## src/logic/teach_axis_map.svh

```systemverilog
// Word offsets, bit positions and limits of the teaching and axis status area.
`ifndef TEACH_AXIS_MAP_SVH
`define TEACH_AXIS_MAP_SVH
`define OFS_TASK1_STATUS 6'h0F
`define OFS_TASK2_STATUS 6'h13
`define OFS_X_POS_LO 6'h14
`define OFS_X_POS_HI 6'h15
`define OFS_X_STATUS 6'h16
`define OFS_Y_POS_LO 6'h17
`define OFS_Y_POS_HI 6'h18
`define OFS_Y_STATUS 6'h19
`define BIT_TEACH_DONE 13
`define BIT_TEACH_ERR 14
`define BIT_TEACH_OVF 15
`define BIT_REF_ORIGIN 0
`define BIT_BUSY 1
`define BIT_SERVO_LOCKED 2
`define BIT_NO_ORIGIN 3
`define TEACH_ADDR_MAX 16'h07CF
`define POS_MIN 32'hFD9DA601
`define POS_MAX 32'h026259FF
`endif

```

## src/logic/teach_axis_pkg.sv

```systemverilog
// Types shared by the teaching and axis status logic.
package teach_axis_pkg;
  typedef enum logic [3:0] {
    MAN_NONE,
    MAN_ORIGIN_SEARCH,
    MAN_ORIGIN_RETURN,
    MAN_JOG,
    MAN_ERR_CNT_RESET,
    MAN_POS_PRESET,
    MAN_ABSOLUTE_ORIGIN_SET,
    MAN_SERVO_LOCK,
    MAN_SERVO_UNLOCK,
    MAN_MANUAL_HANDWHEEL
  } man_cmd_t;
endpackage

```

## src/logic/motion_teach_axis_status.sv

```systemverilog
// Teaching and axis status flags published in the host interface area.
// Functional notes
// - Teaching error sets error, completed, address-set flags.
// - Errors: no origin, address above 1999, or address plus axes out of range.
// - Error flag holds until next clean teaching or in-range command-area write.
// - Command-area teaching outside task range sets overflow.
// - Teaching bit checks address plus axes in range.
// - Normal teaching completion clears the overflow flag.
// - Overflow updates one exchange after command write.
// - Present position is clamped signed 32 bits.
// - Reference origin flag when origin reached in band.
// - Busy set while a manual command executes.
// - Busy clears only when control bit drops.
// - While busy, only servo unlock accepted.
// - Servo locked flag follows run command output.
// - Positioning without servo lock raises an error.
// - No-origin set on four origin-loss events.
// - Origin established on five events, flag clears.
// - Origin-requiring operation without origin is rejected.
// - Teaching completed set at end, cleared with bit.
`timescale 1ns/1ns
`include "teach_axis_map.svh"
module motion_teach_axis_status #(
  parameter int NTASK = 2,
  parameter int NAXIS = 2
) (
  // Clock and reset.
  input wire logic clk_in,
  input wire logic rst_n_in,
  // Host exchange: one pulse per scan, word read port.
  input wire logic exchange_in,
  input wire logic [5:0] rd_word_in,
  output logic [15:0] rd_data_out,
  // Teaching per task (request bit is task control word bit 09).
  input wire logic [NTASK-1:0] teach_req_in,
  input wire logic [NTASK-1:0] teach_cmd_wr_in,
  input wire logic [NTASK*16-1:0] teach_addr_in,
  input wire logic [NTASK*16-1:0] range_lo_in,
  input wire logic [NTASK*16-1:0] range_hi_in,
  input wire logic [NTASK*3-1:0] task_axes_in,
  // Per-axis state from the motion core.
  input wire logic [NAXIS*32-1:0] position_in,
  input wire logic [NAXIS-1:0] at_ref_origin_in,
  input wire logic [NAXIS-1:0] run_cmd_in,
  input wire logic [NAXIS*4-1:0] man_cmd_in,
  input wire logic [NAXIS-1:0] man_bit_in,
  input wire logic [NAXIS-1:0] pos_cmd_in,
  input wire logic [NAXIS-1:0] origin_op_in,
  input wire logic [NAXIS-1:0] origin_lost_in,
  input wire logic [NAXIS-1:0] origin_set_in,
  // Per-axis results, then the per-task address-set flags.
  output logic [NAXIS-1:0] man_accept_out,
  output logic [NAXIS-1:0] op_error_out,
  output logic [NAXIS-1:0] no_origin_out,
  output logic [NTASK-1:0] teach_addr_set_out
);
  // Only the two-task, two-axis word map is laid out in the decoder.
  if (NTASK != 2 || NAXIS != 2) begin : g_bad_size
    $error("Only the two-task, two-axis map is supported.");
  end

  // Per-task flags, gathered from the task blocks.
  wire [NTASK-1:0] done_q;
  wire [NTASK-1:0] err_q;
  wire [NTASK-1:0] ovf_q;
  wire [NTASK-1:0] addr_set_q;

  // Per-axis flags, gathered from the axis blocks.
  wire [NAXIS-1:0] busy_q;
  wire [NAXIS-1:0] noorg_q;
  wire [NAXIS-1:0] accept_q;
  wire [NAXIS-1:0] operr_q;

  // Published words and their next values.
  logic [15:0] task_word_q [NTASK];
  logic [15:0] axis_word_q [NAXIS];
  logic [31:0] pos_q [NAXIS];
  wire [15:0] task_word_d [NTASK];
  wire [15:0] axis_word_d [NAXIS];
  wire [31:0] pos_d [NAXIS];
  logic [15:0] rd_q;
  logic [15:0] rd_d;

  // Teaching needs an origin; it counts as present while any axis has one.
  wire any_origin;
  assign any_origin = !(&noorg_q);

  genvar g;
  generate
    for (g = 0; g < NTASK; g++) begin : g_task
      // Inputs of this task.
      wire [15:0] addr;
      wire [15:0] lo;
      wire [15:0] hi;
      wire [2:0] axes;
      wire [16:0] top;
      // Decoded events and checks.
      wire start;
      wire teach_bad;
      wire range_bad;
      wire cmd_bad;
      wire apply;
      // State of this task.
      logic req_prev_q;
      logic done_bit_q;
      logic set_bit_q;
      logic err_bit_q;
      logic ovf_bit_q;
      logic pend_q;
      logic pend_val_q;

      assign addr = teach_addr_in[g*16 +: 16];
      assign lo = range_lo_in[g*16 +: 16];
      assign hi = range_hi_in[g*16 +: 16];
      assign axes = task_axes_in[g*3 +: 3];
      assign top = {1'b0, addr} + {14'h0000, axes};
      assign start = teach_req_in[g] && !req_prev_q;
      assign teach_bad = !any_origin || addr > `TEACH_ADDR_MAX;
      assign range_bad = addr < lo || top > {1'b0, hi};
      assign cmd_bad = addr < lo || addr > hi;
      // A command-area result waits for the exchange after its write.
      assign apply = pend_q && exchange_in && !teach_cmd_wr_in[g];

      always_ff @(posedge clk_in or negedge rst_n_in) begin
        if (!rst_n_in)
          req_prev_q <= 1'b0;
        else
          req_prev_q <= teach_req_in[g];
      end

      always_ff @(posedge clk_in or negedge rst_n_in) begin
        if (!rst_n_in) begin
          done_bit_q <= 1'b0;
          set_bit_q <= 1'b0;
        end else if (start) begin
          done_bit_q <= 1'b1;
          set_bit_q <= 1'b1;
        end else if (!teach_req_in[g]) begin
          done_bit_q <= 1'b0;
          set_bit_q <= 1'b0;
        end
      end

      // A command-area result in the same cycle overrides a start's overflow; an in-range one also clears its error.
      always_ff @(posedge clk_in or negedge rst_n_in) begin
        if (!rst_n_in) begin
          err_bit_q <= 1'b0;
          ovf_bit_q <= 1'b0;
        end else begin
          if (start) begin
            err_bit_q <= teach_bad || range_bad;
            ovf_bit_q <= range_bad;
          end
          if (apply) begin
            ovf_bit_q <= pend_val_q;
            if (!pend_val_q)
              err_bit_q <= 1'b0;
          end
        end
      end

      always_ff @(posedge clk_in or negedge rst_n_in) begin
        if (!rst_n_in) begin
          pend_q <= 1'b0;
          pend_val_q <= 1'b0;
        end else if (teach_cmd_wr_in[g]) begin
          pend_q <= 1'b1;
          pend_val_q <= cmd_bad;
        end else if (apply) begin
          pend_q <= 1'b0;
        end
      end

      assign done_q[g] = done_bit_q;
      assign err_q[g] = err_bit_q;
      assign ovf_q[g] = ovf_bit_q;
      assign addr_set_q[g] = set_bit_q;
      assign task_word_d[g] = (16'(done_bit_q) << `BIT_TEACH_DONE)
          | (16'(err_bit_q) << `BIT_TEACH_ERR)
          | (16'(ovf_bit_q) << `BIT_TEACH_OVF);
    end

    for (g = 0; g < NAXIS; g++) begin : g_axis
      // Inputs of this axis.
      wire signed [31:0] p;
      wire [3:0] cmd;
      // Decoded events and checks.
      wire man_valid;
      wire man_take;
      wire origin_need_bad;
      wire pos_bad;
      wire take;
      wire below;
      wire above;
      wire ref_bit;
      // State of this axis.
      logic busy_bit_q;
      logic noorg_bit_q;
      logic accept_bit_q;
      logic operr_bit_q;

      assign p = position_in[g*32 +: 32];
      assign cmd = man_cmd_in[g*4 +: 4];
      // A command runs only while its control bit is on.
      assign man_valid = man_bit_in[g]
          && cmd != 4'(teach_axis_pkg::MAN_NONE);
      assign man_take = man_valid && (!busy_bit_q
          || cmd == 4'(teach_axis_pkg::MAN_SERVO_UNLOCK));
      assign origin_need_bad = noorg_bit_q && (origin_op_in[g]
          || (man_valid
          && cmd == 4'(teach_axis_pkg::MAN_ORIGIN_RETURN)));
      assign take = man_take && !origin_need_bad;
      assign pos_bad = pos_cmd_in[g] && !run_cmd_in[g];
      assign below = p < $signed(`POS_MIN);
      assign above = p > $signed(`POS_MAX);
      assign pos_d[g] = below ? `POS_MIN : above ? `POS_MAX : p;
      assign ref_bit = at_ref_origin_in[g] && !noorg_bit_q;

      always_ff @(posedge clk_in or negedge rst_n_in) begin
        if (!rst_n_in) begin
          accept_bit_q <= 1'b0;
          operr_bit_q <= 1'b0;
        end else begin
          accept_bit_q <= take;
          operr_bit_q <= origin_need_bad || pos_bad;
        end
      end

      // A new command wins over a dropped control bit in one cycle.
      always_ff @(posedge clk_in or negedge rst_n_in) begin
        if (!rst_n_in)
          busy_bit_q <= 1'b0;
        else if (take)
          busy_bit_q <= 1'b1;
        else if (!man_bit_in[g])
          busy_bit_q <= 1'b0;
      end

      // Losing the origin wins over establishing it in one cycle.
      always_ff @(posedge clk_in or negedge rst_n_in) begin
        if (!rst_n_in)
          noorg_bit_q <= 1'b1;
        else if (origin_lost_in[g])
          noorg_bit_q <= 1'b1;
        else if (origin_set_in[g])
          noorg_bit_q <= 1'b0;
      end

      assign busy_q[g] = busy_bit_q;
      assign noorg_q[g] = noorg_bit_q;
      assign accept_q[g] = accept_bit_q;
      assign operr_q[g] = operr_bit_q;
      assign axis_word_d[g] = (16'(ref_bit) << `BIT_REF_ORIGIN)
          | (16'(busy_bit_q) << `BIT_BUSY)
          | (16'(run_cmd_in[g]) << `BIT_SERVO_LOCKED)
          | (16'(noorg_bit_q) << `BIT_NO_ORIGIN);
    end
  endgenerate

  // Snapshot every word on the exchange so that one word is coherent.
  always_ff @(posedge clk_in or negedge rst_n_in) begin
    if (!rst_n_in) begin
      for (int i = 0; i < NTASK; i++)
        task_word_q[i] <= 16'h0000;
    end else if (exchange_in) begin
      for (int i = 0; i < NTASK; i++)
        task_word_q[i] <= task_word_d[i];
    end
  end

  always_ff @(posedge clk_in or negedge rst_n_in) begin
    if (!rst_n_in) begin
      for (int i = 0; i < NAXIS; i++)
        axis_word_q[i] <= 16'h0000;
    end else if (exchange_in) begin
      for (int i = 0; i < NAXIS; i++)
        axis_word_q[i] <= axis_word_d[i];
    end
  end

  always_ff @(posedge clk_in or negedge rst_n_in) begin
    if (!rst_n_in) begin
      for (int i = 0; i < NAXIS; i++)
        pos_q[i] <= 32'h00000000;
    end else if (exchange_in) begin
      for (int i = 0; i < NAXIS; i++)
        pos_q[i] <= pos_d[i];
    end
  end

  always_comb begin
    unique case (rd_word_in)
      `OFS_TASK1_STATUS: rd_d = task_word_q[0];
      `OFS_TASK2_STATUS: rd_d = task_word_q[1];
      `OFS_X_POS_LO: rd_d = pos_q[0][15:0];
      `OFS_X_POS_HI: rd_d = pos_q[0][31:16];
      `OFS_X_STATUS: rd_d = axis_word_q[0];
      `OFS_Y_POS_LO: rd_d = pos_q[1][15:0];
      `OFS_Y_POS_HI: rd_d = pos_q[1][31:16];
      `OFS_Y_STATUS: rd_d = axis_word_q[1];
      default: rd_d = 16'h0000;
    endcase
  end

  always_ff @(posedge clk_in or negedge rst_n_in) begin
    if (!rst_n_in)
      rd_q <= 16'h0000;
    else
      rd_q <= rd_d;
  end

  assign rd_data_out = rd_q;
  assign man_accept_out = accept_q;
  assign op_error_out = operr_q;
  assign no_origin_out = noorg_q;
  assign teach_addr_set_out = addr_set_q;
endmodule

```

## config.mk

```make
export PLATFORM = sky130hd
export DESIGN_NAME = motion_teach_axis_status
export DESIGN_NICKNAME = d
export VERILOG_FILES = /design/src/logic/teach_axis_pkg.sv /design/src/logic/motion_teach_axis_status.sv
export VERILOG_INCLUDE_DIRS = /design/src /design/src/logic
export SDC_FILE = /design/constraint.sdc
export NUM_CORES = 1
export LEC_CHECK = 0
export BUFFER_PORTS_ARGS = -buffer_cell sky130_fd_sc_hd__clkbuf_2
export CORE_MARGIN = 4
export CORE_UTILIZATION = 49
export DETAILED_ROUTE_END_ITERATION = 7
export GPL_TIMING_DRIVEN = 0
export PLACE_DENSITY = 0.78
export SLEW_MARGIN = 10
export SYNTH_ARGS = -nofsm -noshare
export SYNTH_HDL_FRONTEND = slang
export SYNTH_SLANG_ARGS = --single-unit
```

## constraint.sdc

```tcl
create_clock -name clk_in -period 1.2 [get_ports clk_in]
set_clock_uncertainty 0.15 [all_clocks]
set_input_delay 0.12 -clock clk_in [delete_from_list [all_inputs] [get_ports clk_in]]
set_output_delay 0.12 -clock clk_in [all_outputs]
set_load 0.05 [all_outputs]
```

* Word-level counts from Yosys, hierarchy flattened *
Index checks and enable logic that the tools add are counted.

word-level totals
  flip-flop bits (word level) = 164
  word-level logic and storage cells = 153
  output and inout port bits = 24

operators by class
  eq/ne operators = 16
  add/subtract/negate cells = 2
  reduce and logical (&&, ||, !) cells = 55
  $lt $le $gt $ge = 12
  mux-type cells = 31
  bitwise operators = 10

operators by type and width
  operator                                                      number
  2-to-1 mux 32 bit                                             4
  one-hot mux 16 bit (8 select lines)                           1
  > comparator 32 x 27 -> 1 bit, second input constant          2
  less-than comparator 32 x 27 -> 1 bit, second input constant  2
  equality test 6 x 5 -> 1 bit, second input constant           7
  adder 16 x 3 -> 17 bit                                        2
  > comparator 17 x 16 -> 1 bit                                 2
  > comparator 16 x 11 -> 1 bit, second input constant          2
  > comparator 16 bit                                           2
  less-than comparator 16 bit                                   2
  bitwise OR 15 x 16 -> 16 bit                                  2
  bitwise OR 14 x 15 -> 15 bit                                  2
  2-to-1 mux 1 bit                                              26
  logical AND 1 bit                                             20
  logical OR 1 bit                                              14
  logical NOT 1 bit                                             12
  nonzero test 2 bit                                            6
  equality test 4 x 2 -> 1 bit, second input constant           2
  equality test 4 bit, second input constant                    2
  inequality test 2 x 1 -> 1 bit, second input constant         4
  bitwise OR 3 x 4 -> 4 bit                                     2
  nonzero test 4 bit                                            2
  equality test 6 x 4 -> 1 bit, second input constant           1
  bitwise OR 2 x 3 -> 3 bit                                     2
  other kinds (2)                                               3

* Longest topological paths before layout *
Gate-level depths: netlist of run 1.

  depth in word-level cells = 8
  mapped depth = 16
  mapped depth without buffers = 16

* Worst setup path before layout of run 1 *
No wires, ideal clock.

  path type = input -> register
  start point = input port teach_addr_in[16]
  end point = register g_task[1].ovf_bit_q
  stages = 15
  data required time = 0.925 ns
  slack = -1.931 ns
  arrival time = 2.856 ns
  path buffers = 0
  path through = ha_1 -> inv_1 -> fa_1 -> nor2b_1 -> nor2_1 -> nor2_1 -> and3_1 -> nand3_1 -> xnor2_1 -> ha_1 -> or4_1 -> a221o_1 -> o211ai_1 -> and4b_1 -> o31ai_1

on the way
  longest elaborated chain between the ends = 5
  elaborated cells on any way between the ends = 6
  those cells by class = add/sub: 1; order compare: 2; mux: 2; reduce/logical: 1

ends and longest elaborated chain
  what                           line                             RTL
  start, declared                motion_teach_axis_status.sv:37   input wire logic [NTASK*16-1:0] teach_addr_in,
  adder 16 x 3 -> 17 bit         motion_teach_axis_status.sv:116  assign top = {1'b0, addr} + {14'h0000, axes};
  > comparator 17 x 16 -> 1 bit  motion_teach_axis_status.sv:119  assign range_bad = addr < lo || top > {1'b0, hi};
  logical OR 1 bit (*)           motion_teach_axis_status.sv:119
  2-to-1 mux 1 bit (*)           motion_teach_axis_status.sv:150  if (start) begin
  2-to-1 mux 1 bit (*)           motion_teach_axis_status.sv:154  if (apply) begin
  end signal, assigned           motion_teach_axis_status.sv:152  ovf_bit_q <= range_bad;
  end signal, assigned           motion_teach_axis_status.sv:155  ovf_bit_q <= pend_val_q;
  end, declared                  motion_teach_axis_status.sv:108  logic ovf_bit_q;

Mark *: on every way between the ends. The rest lies on a longest branch, timed or not. The select of a mux whose other input is x is not followed.
A chain may end at the register's enable or synchronous reset.

* Worst setup path after layout of run 1 *
  start point = input port teach_addr_in[16]
  end point = register g_task[1].err_bit_q

on the way
  longest elaborated chain between the ends = 7
  elaborated cells on any way between the ends = 10
  those cells by class = add/sub: 1; order compare: 3; mux: 3; reduce/logical: 3

ends and longest elaborated chain
  what                           line                             RTL
  adder 16 x 3 -> 17 bit         motion_teach_axis_status.sv:116
  > comparator 17 x 16 -> 1 bit  motion_teach_axis_status.sv:119
  logical OR 1 bit               motion_teach_axis_status.sv:119
  logical OR 1 bit (*)           motion_teach_axis_status.sv:151  err_bit_q <= teach_bad || range_bad;
  2-to-1 mux 1 bit (*)           motion_teach_axis_status.sv:150
  2-to-1 mux 1 bit               motion_teach_axis_status.sv:156  if (!pend_val_q)
  2-to-1 mux 1 bit (*)           motion_teach_axis_status.sv:154
  end signal, assigned           motion_teach_axis_status.sv:151
  end, declared                  motion_teach_axis_status.sv:107  logic err_bit_q;

Mark *: on every way between the ends. The rest lies on a longest branch, timed or not.

==> results.cfg, run 1 <==
[synthesis]
syn_avg_cell_area_um2 = 9.149
ys_types = 63
async_flop_share = 1.000
ys.warnings.count = 0
synth_edf_count = 0
synth_ff_type = dfrtp_1
synth-seq-area-share = 0.3503
ys_seq_elements = 114
syn-instance-count = 891
syn_nets = 1194
syn_area_um2 = 8152

[setup_path]
path_class = input pin to flop
r2r_end = g_task[0].err_bit_q
arrival_ps = 3030
worstSetupStartpointType = input pin
critPathCaptureType = flop
critPathRequiredTime_ps = 1340
rrSetupSlack_ps = -220
r2r-start = g_task[0].req_prev_q
crit_fanout = 5
reg2reg_depth = 4

[clock_network]
numCtsBuffers = 17
htree_levels = 4
cts_buffer_depth = 2
root_buffer = clkbuf_16
path_clk_slew_ps = 60
cts_tree = yes
insertion_delay_ps = 430
cts.sinks = 114

[layout]
multi_input_comb_area_um2 = 6060
fin_util = 0.8411
syn_to_final_growth_pct = 66.29
final_area_um2 = 13560
fill_cells = 841
num-nets-final = 1568
seq_area_um2 = 2855
drive_gt1_frac = 0.4366

[global_routing]
grt_pass1_wl_mm = 45.59
antenna_found_initial = 2
overflow = 0
grt_max_degree = 64
globalRouteTotalUtil = 0.3108
grt_pass1_vias = 9119

[hold_path]
hold_end = rd_data_out[5]
hp-class = input pin to flop
whs_path_depth = 3
min-delay-start = rd_word_in[2]

[routing]
num_vias = 9068
vias_per_cell = 6.066
drt-pass1-iter-count = 8
drtIter0Drc = 799
drc = 0
postRouteAntennaNets = 0
avgRoutedWirePerCell_um = 22.20
routed_wl_mm = 33.19

[timing]
whs_ps = -13.07
finalHoldViolations = 1
timing.fmax_mhz = 346.8
worst_pin_slew_ps = 976.6
fin_crit_sh = 2.403
postLayoutSetupSlackWorst_ps = -1683
slew_viol_final = 0
setup_viol = 98
rsz0062_at_grt = yes
max-slew-margin-rel = 0.3490
final.min_clock_period_ps = 2883

[power_and_ir_drop]
p_leak_nw = 6.259
power.density_nw_per_um2 = 1020
power_mw = 13.83
ir_drop_mv = 1.117

[placement]
dp.final_hpwl_mm = 19.04
gp_congestion = 0.9318
io_buffers = 222
placed_area_um2 = 10110

[floorplan]
fp-row-count = 46
initial_core_util = 0.5058
fp.dieH_um = 137.0
pin_count = 225
die_x_um = 137.0
core_area_um2 = 16120
die_area_um2 = 18760

[status]
status = finished with violations
violations = negative hold slack, negative setup slack

[job]
maxCapViolCount = 0
-- per-layer routing --
metal  track usage  part of all wire  wire length, um  vias up
met5             0           0.00081               27        -
met4        0.1292             0.056             1851        4
met3       0.07463             0.085             2835      165
met2        0.5471              0.50            16570      535
met1        0.3612              0.36            11900     4374
li1              -                 -                -     3990
-- how the worst max path moves through the flow --
| stage | start | endpoint | slack (ps) | depth (start not counted) |
|---|---|---|---|---|
| after CTS | teach_addr_in[16] | g_task[1].err_bit_q | -1680 | 16 |
| after floorplan | teach_addr_in[16] | g_task[1].ovf_bit_q | -1810 | 15 |
| after global placement | teach_addr_in[16] | g_task[1].ovf_bit_q | -2290 | 16 |
| final | teach_addr_in[16] | g_task[1].err_bit_q | -1680 | 16 |
| after detailed placement | teach_addr_in[16] | g_task[1].err_bit_q | -2330 | 16 |
| after global routing | teach_addr_in[16] | g_task[1].ovf_bit_q | -1800 | 16 |
-- cell families after synthesis --
kind of cell / after synthesis / synth area share
buffers and inverters: 139 / 0.07030
AND/OR/NAND/NOR: 245 / 0.1466
XOR/XNOR: 28 / 0.03009
multiplexers: 34 / 0.04988
flip-flops: 114 / 0.3503
AO/OA/AOI/OAI: 229 / 0.1945
adder cells (fa/ha/maj): 102 / 0.1584
-- timing repair --
action | CTS | global route
hold buffers | 71 | 2
resized for setup | 215 | 154
endpoints found under the setup margin | 93 | 106
hold endpoints to repair | 193 | 5
setup buffers | 35 | 31
gates cloned | 5 | 0
pin swaps | 55 | 75
-- cells in the mapped netlist, drive strengths merged, types with 3 or more instances --
master   instances  area [um2]
nor2b           17       106.4
nor2            72       270.3
inv            104       390.4
nand3           23       115.1
mux2            13       146.4
nand2b           7       43.79
and3            12       75.07
a211oi           4       30.03
o2bb2ai         15       131.4
o21ai           50       250.2
a222oi           3       30.03
xor2             8       70.07
a31oi            4       25.02
o21bai           3       22.52
a221o           17       170.2
mux2i           17       170.2
xnor2           20       175.2
ha             100        1251
a21o            18       135.1
o211ai          13       97.59
o22a            10       87.58
mux4             4       90.09
dfrtp          112        2803
and2             4       27.53
nand4           21       131.4
nor4            10       62.56
nor3            14       70.07
clkbuf          19       71.32
nand2           55       206.5
and4             4       35.03
o31ai            4       30.03
buf             15       107.6
o22ai           10       62.56
o311a            4       40.04
a21oi           50       250.2
-- cell type report --
| class | instances | area share |
|---|---|---|
| timing repair buffer | 362 | 0.2284 |
| clock buffer | 18 | 0.03240 |
| multi-input combinational | 638 | 0.4470 |
| tap | 216 | 0.01994 |
| clock inverter | 14 | 0.01145 |
| inverter | 105 | 0.03111 |
| sequential | 114 | 0.2106 |
| antenna | 1 | 0.0001846 |
| buffer | 27 | 0.01883 |
-- placed cells by master, fill, tap and decap left out, types with 24 or more instances in the layout --
master	netlist	layout
inv_1	104	85
buf_4	8	50
ha_4	0	35
clkbuf_16	0	29
buf_8	0	36
o21ai_0	50	24
dfrtp_1	112	112
nand2_1	55	50
nor2_1	72	37
clkbuf_2	0	164
ha_1	100	63
buf_6	2	26
a21oi_1	50	33
dlygate4sd3_1	0	72
-- worst max-delay path: stages --
cell	delay [ps]
buf_8	80
ha_4	130
inv_2	30
fa_2	340
nor2b_2	160
nor2_2	70
nor2_4	190
and3_4	230
nand3_4	80
xnor2_2	130
ha_2	170
or4_4	510
a221o_1	280
o211ai_1	190
and4b_1	240
a21oi_1	70
-- state kept, by name (all words and copies together), names as in the netlist --
name and cells:
pos_q 64, rd_data_out 16, axis_word_q 8, task_word_q 6
g_axis.accept_bit_q 2, g_axis.busy_bit_q 2, g_axis.noorg_bit_q 2, g_axis.operr_bit_q 2
g_task.err_bit_q 2, g_task.ovf_bit_q 2, g_task.pend_q 2, g_task.pend_val_q 2
g_task.req_prev_q 2, g_task.set_bit_q 2
-- power by group --
group          switching [mW]  internal (mW)
registers               0.311           4.24
logic                    2.10           2.05
clock network            2.00           3.13
-- per-stage QoR --
step | std cells | setup TNS [ps] | setup slack, ps
after CTS | 1466 | -22050 | -1683
after floorplan | 891 | -27260 | -1807
after global routing | 1494 | -31330 | -1796
after detailed placement | 1330 | -60720 | -2327
final | 1495 | -25820 | -1683
after global placement | 1329 | -255150 | -2293
Note: power is estimated with default switching activity, not from simulation.
==> run 2, diff against run 1 <==
CORE_UTILIZATION = 55   (was 49)
PLACE_DENSITY = 0.83   (was 0.78)
clock period = 3.6 ns   (was 1.2 ns; I/O delays follow)
==> run 2 against run 1 <==
Against the previous run:
- the run ends with design-rule violations left
- die area down 10%
- sequential share of layout area increased by 6.9 points
- clock power down 66%
- via count is 14% lower
- cell area is 25% lower
- largest power group unchanged
- non-clock buffer count shrank 126
- core utilization shrank 14 points
==> results.cfg, run 2 (synthesized netlist as in run 1, its figures left out) <==
[timing]
whs_ps = 27.97
slew_viol_final = 0
finalHoldViolations = 0
fin_crit_sh = 0.9437
setup_viol = 0
timing.fmax_mhz = 294.4
worst_pin_slew_ps = 734.0
final.min_clock_period_ps = 3397
max-slew-margin-rel = 0.5084

[layout]
most-common-layout-cells = 221 x clkbuf_2, 112 x dfrtp_1, 104 x inv_1
antenna_cells = 0
drive_gt1_frac = 0.2550
syn_to_final_growth_pct = 25.07
largest_reg_flops = 64
num-nets-final = 1442
max_flop_register = pos_q
layout_commonest_cell = clkbuf_2

[placement]
gp_congestion = 0.9669
io_buffers = 222
dp.final_hpwl_mm = 18.09

[clock_network]
insertion_delay_ps = 410
cts_buffer_depth = 2
path_clk_slew_ps = 50
cts_tree = yes
numCtsBuffers = 17
htree_levels = 4
cts.sinks = 114
root_buffer = clkbuf_16

[setup_path]
path_class = input pin to flop
rrSetupSlack_ps = 2160
critPathRequiredTime_ps = 3730
critPathCaptureType = flop
worstSetupStartpointType = input pin
arrival_ps = 3530
crit_fanout = 3

[global_routing]
grt_max_degree = 77
grt_pass1_vias = 7756
antenna_found_initial = 0
globalRouteTotalUtil = 0.2716
overflow = 0
grt_pass1_wl_mm = 36.45

[routing]
drt-pass1-iter-count = 8
avgRoutedWirePerCell_um = 16.99
routed_wl_mm = 22.64
drtIter0Drc = 628
vias_per_cell = 5.858
drc = 2
postRouteAntennaNets = 0
num_vias = 7809

[status]
status = finished with violations
violations = design-rule violations

[power_and_ir_drop]
power.density_nw_per_um2 = 402.0
p_leak_nw = 5.235
power_mw = 4.098
ir_drop_mv = 0.4100

[floorplan]
die_x_um = 129.7
fp.dieH_um = 129.7
pin_count = 225
fp-row-count = 44
initial_core_util = 0.5609
core_area_um2 = 14530
die_area_um2 = 16830

[hold_path]
hp-class = input pin to flop

[job]
maxCapViolCount = 0
-- run 2: cell count changes in the layout (fill, tap and decap cells not counted), sizes merged --
cell         change
buf             -99
bufinv           +2
clkbuf          +40
clkinv           +2
clkinvlp         -4
diode            -1
dlygate4sd3     -67
inv              -3
-- run 2: repair_timing --
item                                   in CTS  in global routing
endpoints found under the hold margin      42                  0
hold buffers                                5                  0
buffers inserted                            0                  1
setup endpoints to repair                   0                  4
gates resized for setup                     0                  4
-- run 2: final timing paths --
check,cells after the start,to,startpoint
max,17,g_task[1].err_bit_q,teach_addr_in[16]
min in group asynchronous,2,rd_data_out[3],rst_n_in
max reg2reg,4,g_task[0].err_bit_q,g_task[0].req_prev_q
max in group asynchronous,3,g_axis[1].noorg_bit_q,rst_n_in
min reg2reg,1,g_task[1].set_bit_q,g_task[1].req_prev_q
min,2,g_axis[0].operr_bit_q,run_cmd_in[0]
-- run 2: area by class of cell --
cell class	instances	area, um2
fill	1169	4339
tap	184	230.2
inverter	105	394.1
sequential	114	2855
clock buffer	18	429.2
buffer	34	178.9
multi-input combinational	638	4737
timing repair buffer	229	1205
clock inverter	11	165.2
-- run 2: routing by layer --
| layer | vias up | track usage | part of all wire |
|---|---|---|---|
| li1 | 3723 | - | - |
| met1 | 3661 | 0.3407 | 0.40 |
| met2 | 362 | 0.4628 | 0.49 |
| met3 | 63 | 0.06304 | 0.081 |
| met4 | 0 | 0.09352 | 0.028 |
| met5 | - | 0 | 0 |
-- run 2: where the power goes --
part / total (mW) / leakage [nW] / switching [mW] / internal (mW)
clock: 1.72 / 0.291 / 0.579 / 1.14
sequential: 1.50 / 1.37 / 0.0872 / 1.41
combinational: 0.878 / 3.57 / 0.486 / 0.392
-- run 2: through the flow --
stage / utilization / cell area, um2 / instances / setup TNS, ps / setup slack, ps
after floorplan: - / 8152 / 891 / 0 / 228.9
after global placement: 0.6532 / 9493 / 1297 / -1224 / -353.7
after detailed placement: 0.6556 / 9529 / 1298 / -1449 / -416.6
after CTS: 0.7000 / 10170 / 1332 / 0 / 5.290
after global routing: 0.7014 / 10190 / 1333 / -3.535 / -3.535
final: 0.7014 / 10190 / 1333 / 0 / 202.7
-- run 2: worst max-delay path, cell delays in order --
cell and delay [ps]:
clkbuf_2 110, ha_1 160, inv_1 50, fa_1 420
nor2b_1 170, nor2_1 70, nor2_2 170, buf_4 160
nand3_1 100, xnor2_1 140, ha_1 290, and2_1 160
a221o_1 310, a221o_1 360, o211ai_1 170, and4b_1 240
a21oi_1 80
==> run 3, diff against run 2 <==
==> constraint.sdc (replaced) <==
create_clock -name clk_in -period 3.6 [get_ports clk_in]
set_clock_uncertainty 0.15 [all_clocks]
set_input_delay 1.08 -clock clk_in [delete_from_list [all_inputs] [get_ports clk_in]]
set_output_delay 1.08 -clock clk_in [all_outputs]
set_load 0.05 [all_outputs]
==> run 3 against run 2 <==
Against the previous run:
- the run ends with negative setup slack left
- worst setup slack worse by 420 ps
- critical path depth down 1
- routed wire length up 1.0%
- critical path type unchanged
- critical endpoint is now g_task[1].ovf_bit_q
- largest cell class unchanged
- largest power group unchanged
==> results.cfg, run 3 (synthesized netlist as in run 1, its figures left out) <==
[clock_network]
insertion_delay_ps = 420
cts.sinks = 114
path_clk_slew_ps = 50
hold_buffers = 0
root_buffer = clkbuf_16
htree_levels = 4
cts_tree = yes
numCtsBuffers = 17
cts_buffer_depth = 2

[routing]
avgRoutedWirePerCell_um = 17.07
num_vias = 7781
vias_per_cell = 5.807
drt-pass1-iter-count = 5
drtIter0Drc = 556
drc = 0
routed_wl_mm = 22.88
postRouteAntennaNets = 0

[hold_path]
whs_path_depth = 1
hp-class = flop to flop
hold_end = g_task[0].set_bit_q
min-delay-start = g_task[0].req_prev_q

[placement]
gp_congestion = 0.9004
post-place-ws_ps = -845.8
io_buffers = 222
placed_area_um2 = 9597
dp.final_hpwl_mm = 17.95
place_inst = 1298

[timing]
postLayoutSetupSlackWorst_ps = -221.7
final.min_clock_period_ps = 3822
slew_viol_final = 0
fin_crit_sh = 1.062
max-slew-margin-rel = 0.5819
setup_viol = 2
rsz0062_at_grt = yes
finalHoldViolations = 0
timing.fmax_mhz = 261.7
worst_pin_slew_ps = 624.3

[power_and_ir_drop]
ir_drop_mv = 0.3790
power.density_nw_per_um2 = 396.6
intPower_mw = 2.950
power_frac_comb = 0.219
switchingPower_mw = 1.182
p_leak_nw = 5.281
pwr-share-clk = 0.418
swShare = 0.2862
seq_power_share = 0.363

[job]
maxCapViolCount = 0

[layout]
antenna_cells = 0
largest_reg_flops = 64
syn_to_final_growth_pct = 27.83
max_flop_register = pos_q
num-nets-final = 1446
fin_cells = 1340
layout_commonest_cell = clkbuf_2
most-common-layout-cells = 215 x clkbuf_2, 112 x dfrtp_1, 101 x inv_1
drive_gt1_frac = 0.2872
final_area_um2 = 10420

[floorplan]
core_area_um2 = 14530
initial_core_util = 0.5609
fp-row-count = 44
die_x_um = 129.7
pin_count = 225
fp.dieH_um = 129.7
die_area_um2 = 16830

[setup_path]
rrSetupSlack_ps = 2130
reg2reg_depth = 4
critPathRequiredTime_ps = 3740
critPathCaptureType = flop
r2r-start = g_task[0].req_prev_q
arrival_ps = 3960
crit_fanout = 4
worstSetupStartpointType = input pin
path_class = input pin to flop
r2r_end = g_task[0].err_bit_q

[global_routing]
antenna_found_initial = 1
grt_pass1_vias = 7661
grt_max_degree = 60
grt_pass1_wl_mm = 36.10
overflow = 0
globalRouteTotalUtil = 0.2704

[status]
status = finished with violations
violations = negative setup slack
==> run 3: power by group through the flow <==
stage          clock network [mW]  registers, mW  logic (mW)
2_1_floorplan                   0           1.50       0.527
3_3_place_gp                    0           1.51       0.839
3_5_place_dp                    0           1.52       0.867
4_1_cts                      1.75           1.50       0.888
5_1_grt                      1.81           1.51        1.01
6_report                     1.73           1.50       0.906
==> run 3: routing by layer <==
metal | global-route usage | part of all wire | vias up
li1 | - | - | 3730
met1 | 0.3372 | 0.41 | 3646
met2 | 0.4683 | 0.50 | 345
met3 | 0.06058 | 0.077 | 58
met4 | 0.08619 | 0.022 | 2
met5 | 0 | 0.000044 | -
==> run 3: how the worst max path moves through the flow <==
stage	startpoint	endpoint
2_1_floorplan	teach_addr_in[16]	g_task[1].ovf_bit_q
3_3_place_gp	teach_addr_in[16]	g_task[1].ovf_bit_q
3_5_place_dp	teach_addr_in[16]	g_task[1].err_bit_q
4_1_cts	task_axes_in[3]	g_task[1].ovf_bit_q
5_1_grt	task_axes_in[3]	g_task[1].ovf_bit_q
6_report	task_axes_in[3]	g_task[1].ovf_bit_q
==> run 3: final cells by class <==
type                            count  area, um2
Multi-Input combinational cell    638       4880
Tap cell                          184      230.2
Fill cell                        1170       4114
Sequential cell                   114       2855
Clock buffer                       21      460.4
Buffer                             34      178.9
Inverter                          105      394.1
Timing Repair Buffer              233       1269
Clock inverter                     11      152.6
==> run 3: repair_timing <==
item                       in CTS  in global routing
resized for setup              11                 20
buffers inserted                5                  5
setup endpoints to repair       4                  4
pin swaps                      20                  2
==> run 3: per-stage QoR <==
step                      power, mW  hold WS, ps    util  setup TNS (ps)
after floorplan               2.026        279.8       -          -876.6
after global placement        2.351        286.8  0.6578          -31930
after detailed placement      2.383        305.2  0.6603           -2820
after CTS                     4.138        311.4  0.7093          -363.9
after global routing          4.334        323.1  0.7169          -815.9
final                         4.132        305.3  0.7169          -436.4
==> run 3: critical path: stages <==
cell	delay, ps
buf_8	70
ha_4	120
inv_2	30
fa_2	350
nor2b_2	150
nor2_1	60
nor2_2	190
and3_4	230
buf_6	90
xor2_1	60
ha_2	180
or4_4	530
a221o_1	300
o211ai_1	190
and4b_1	250
o31ai_1	80
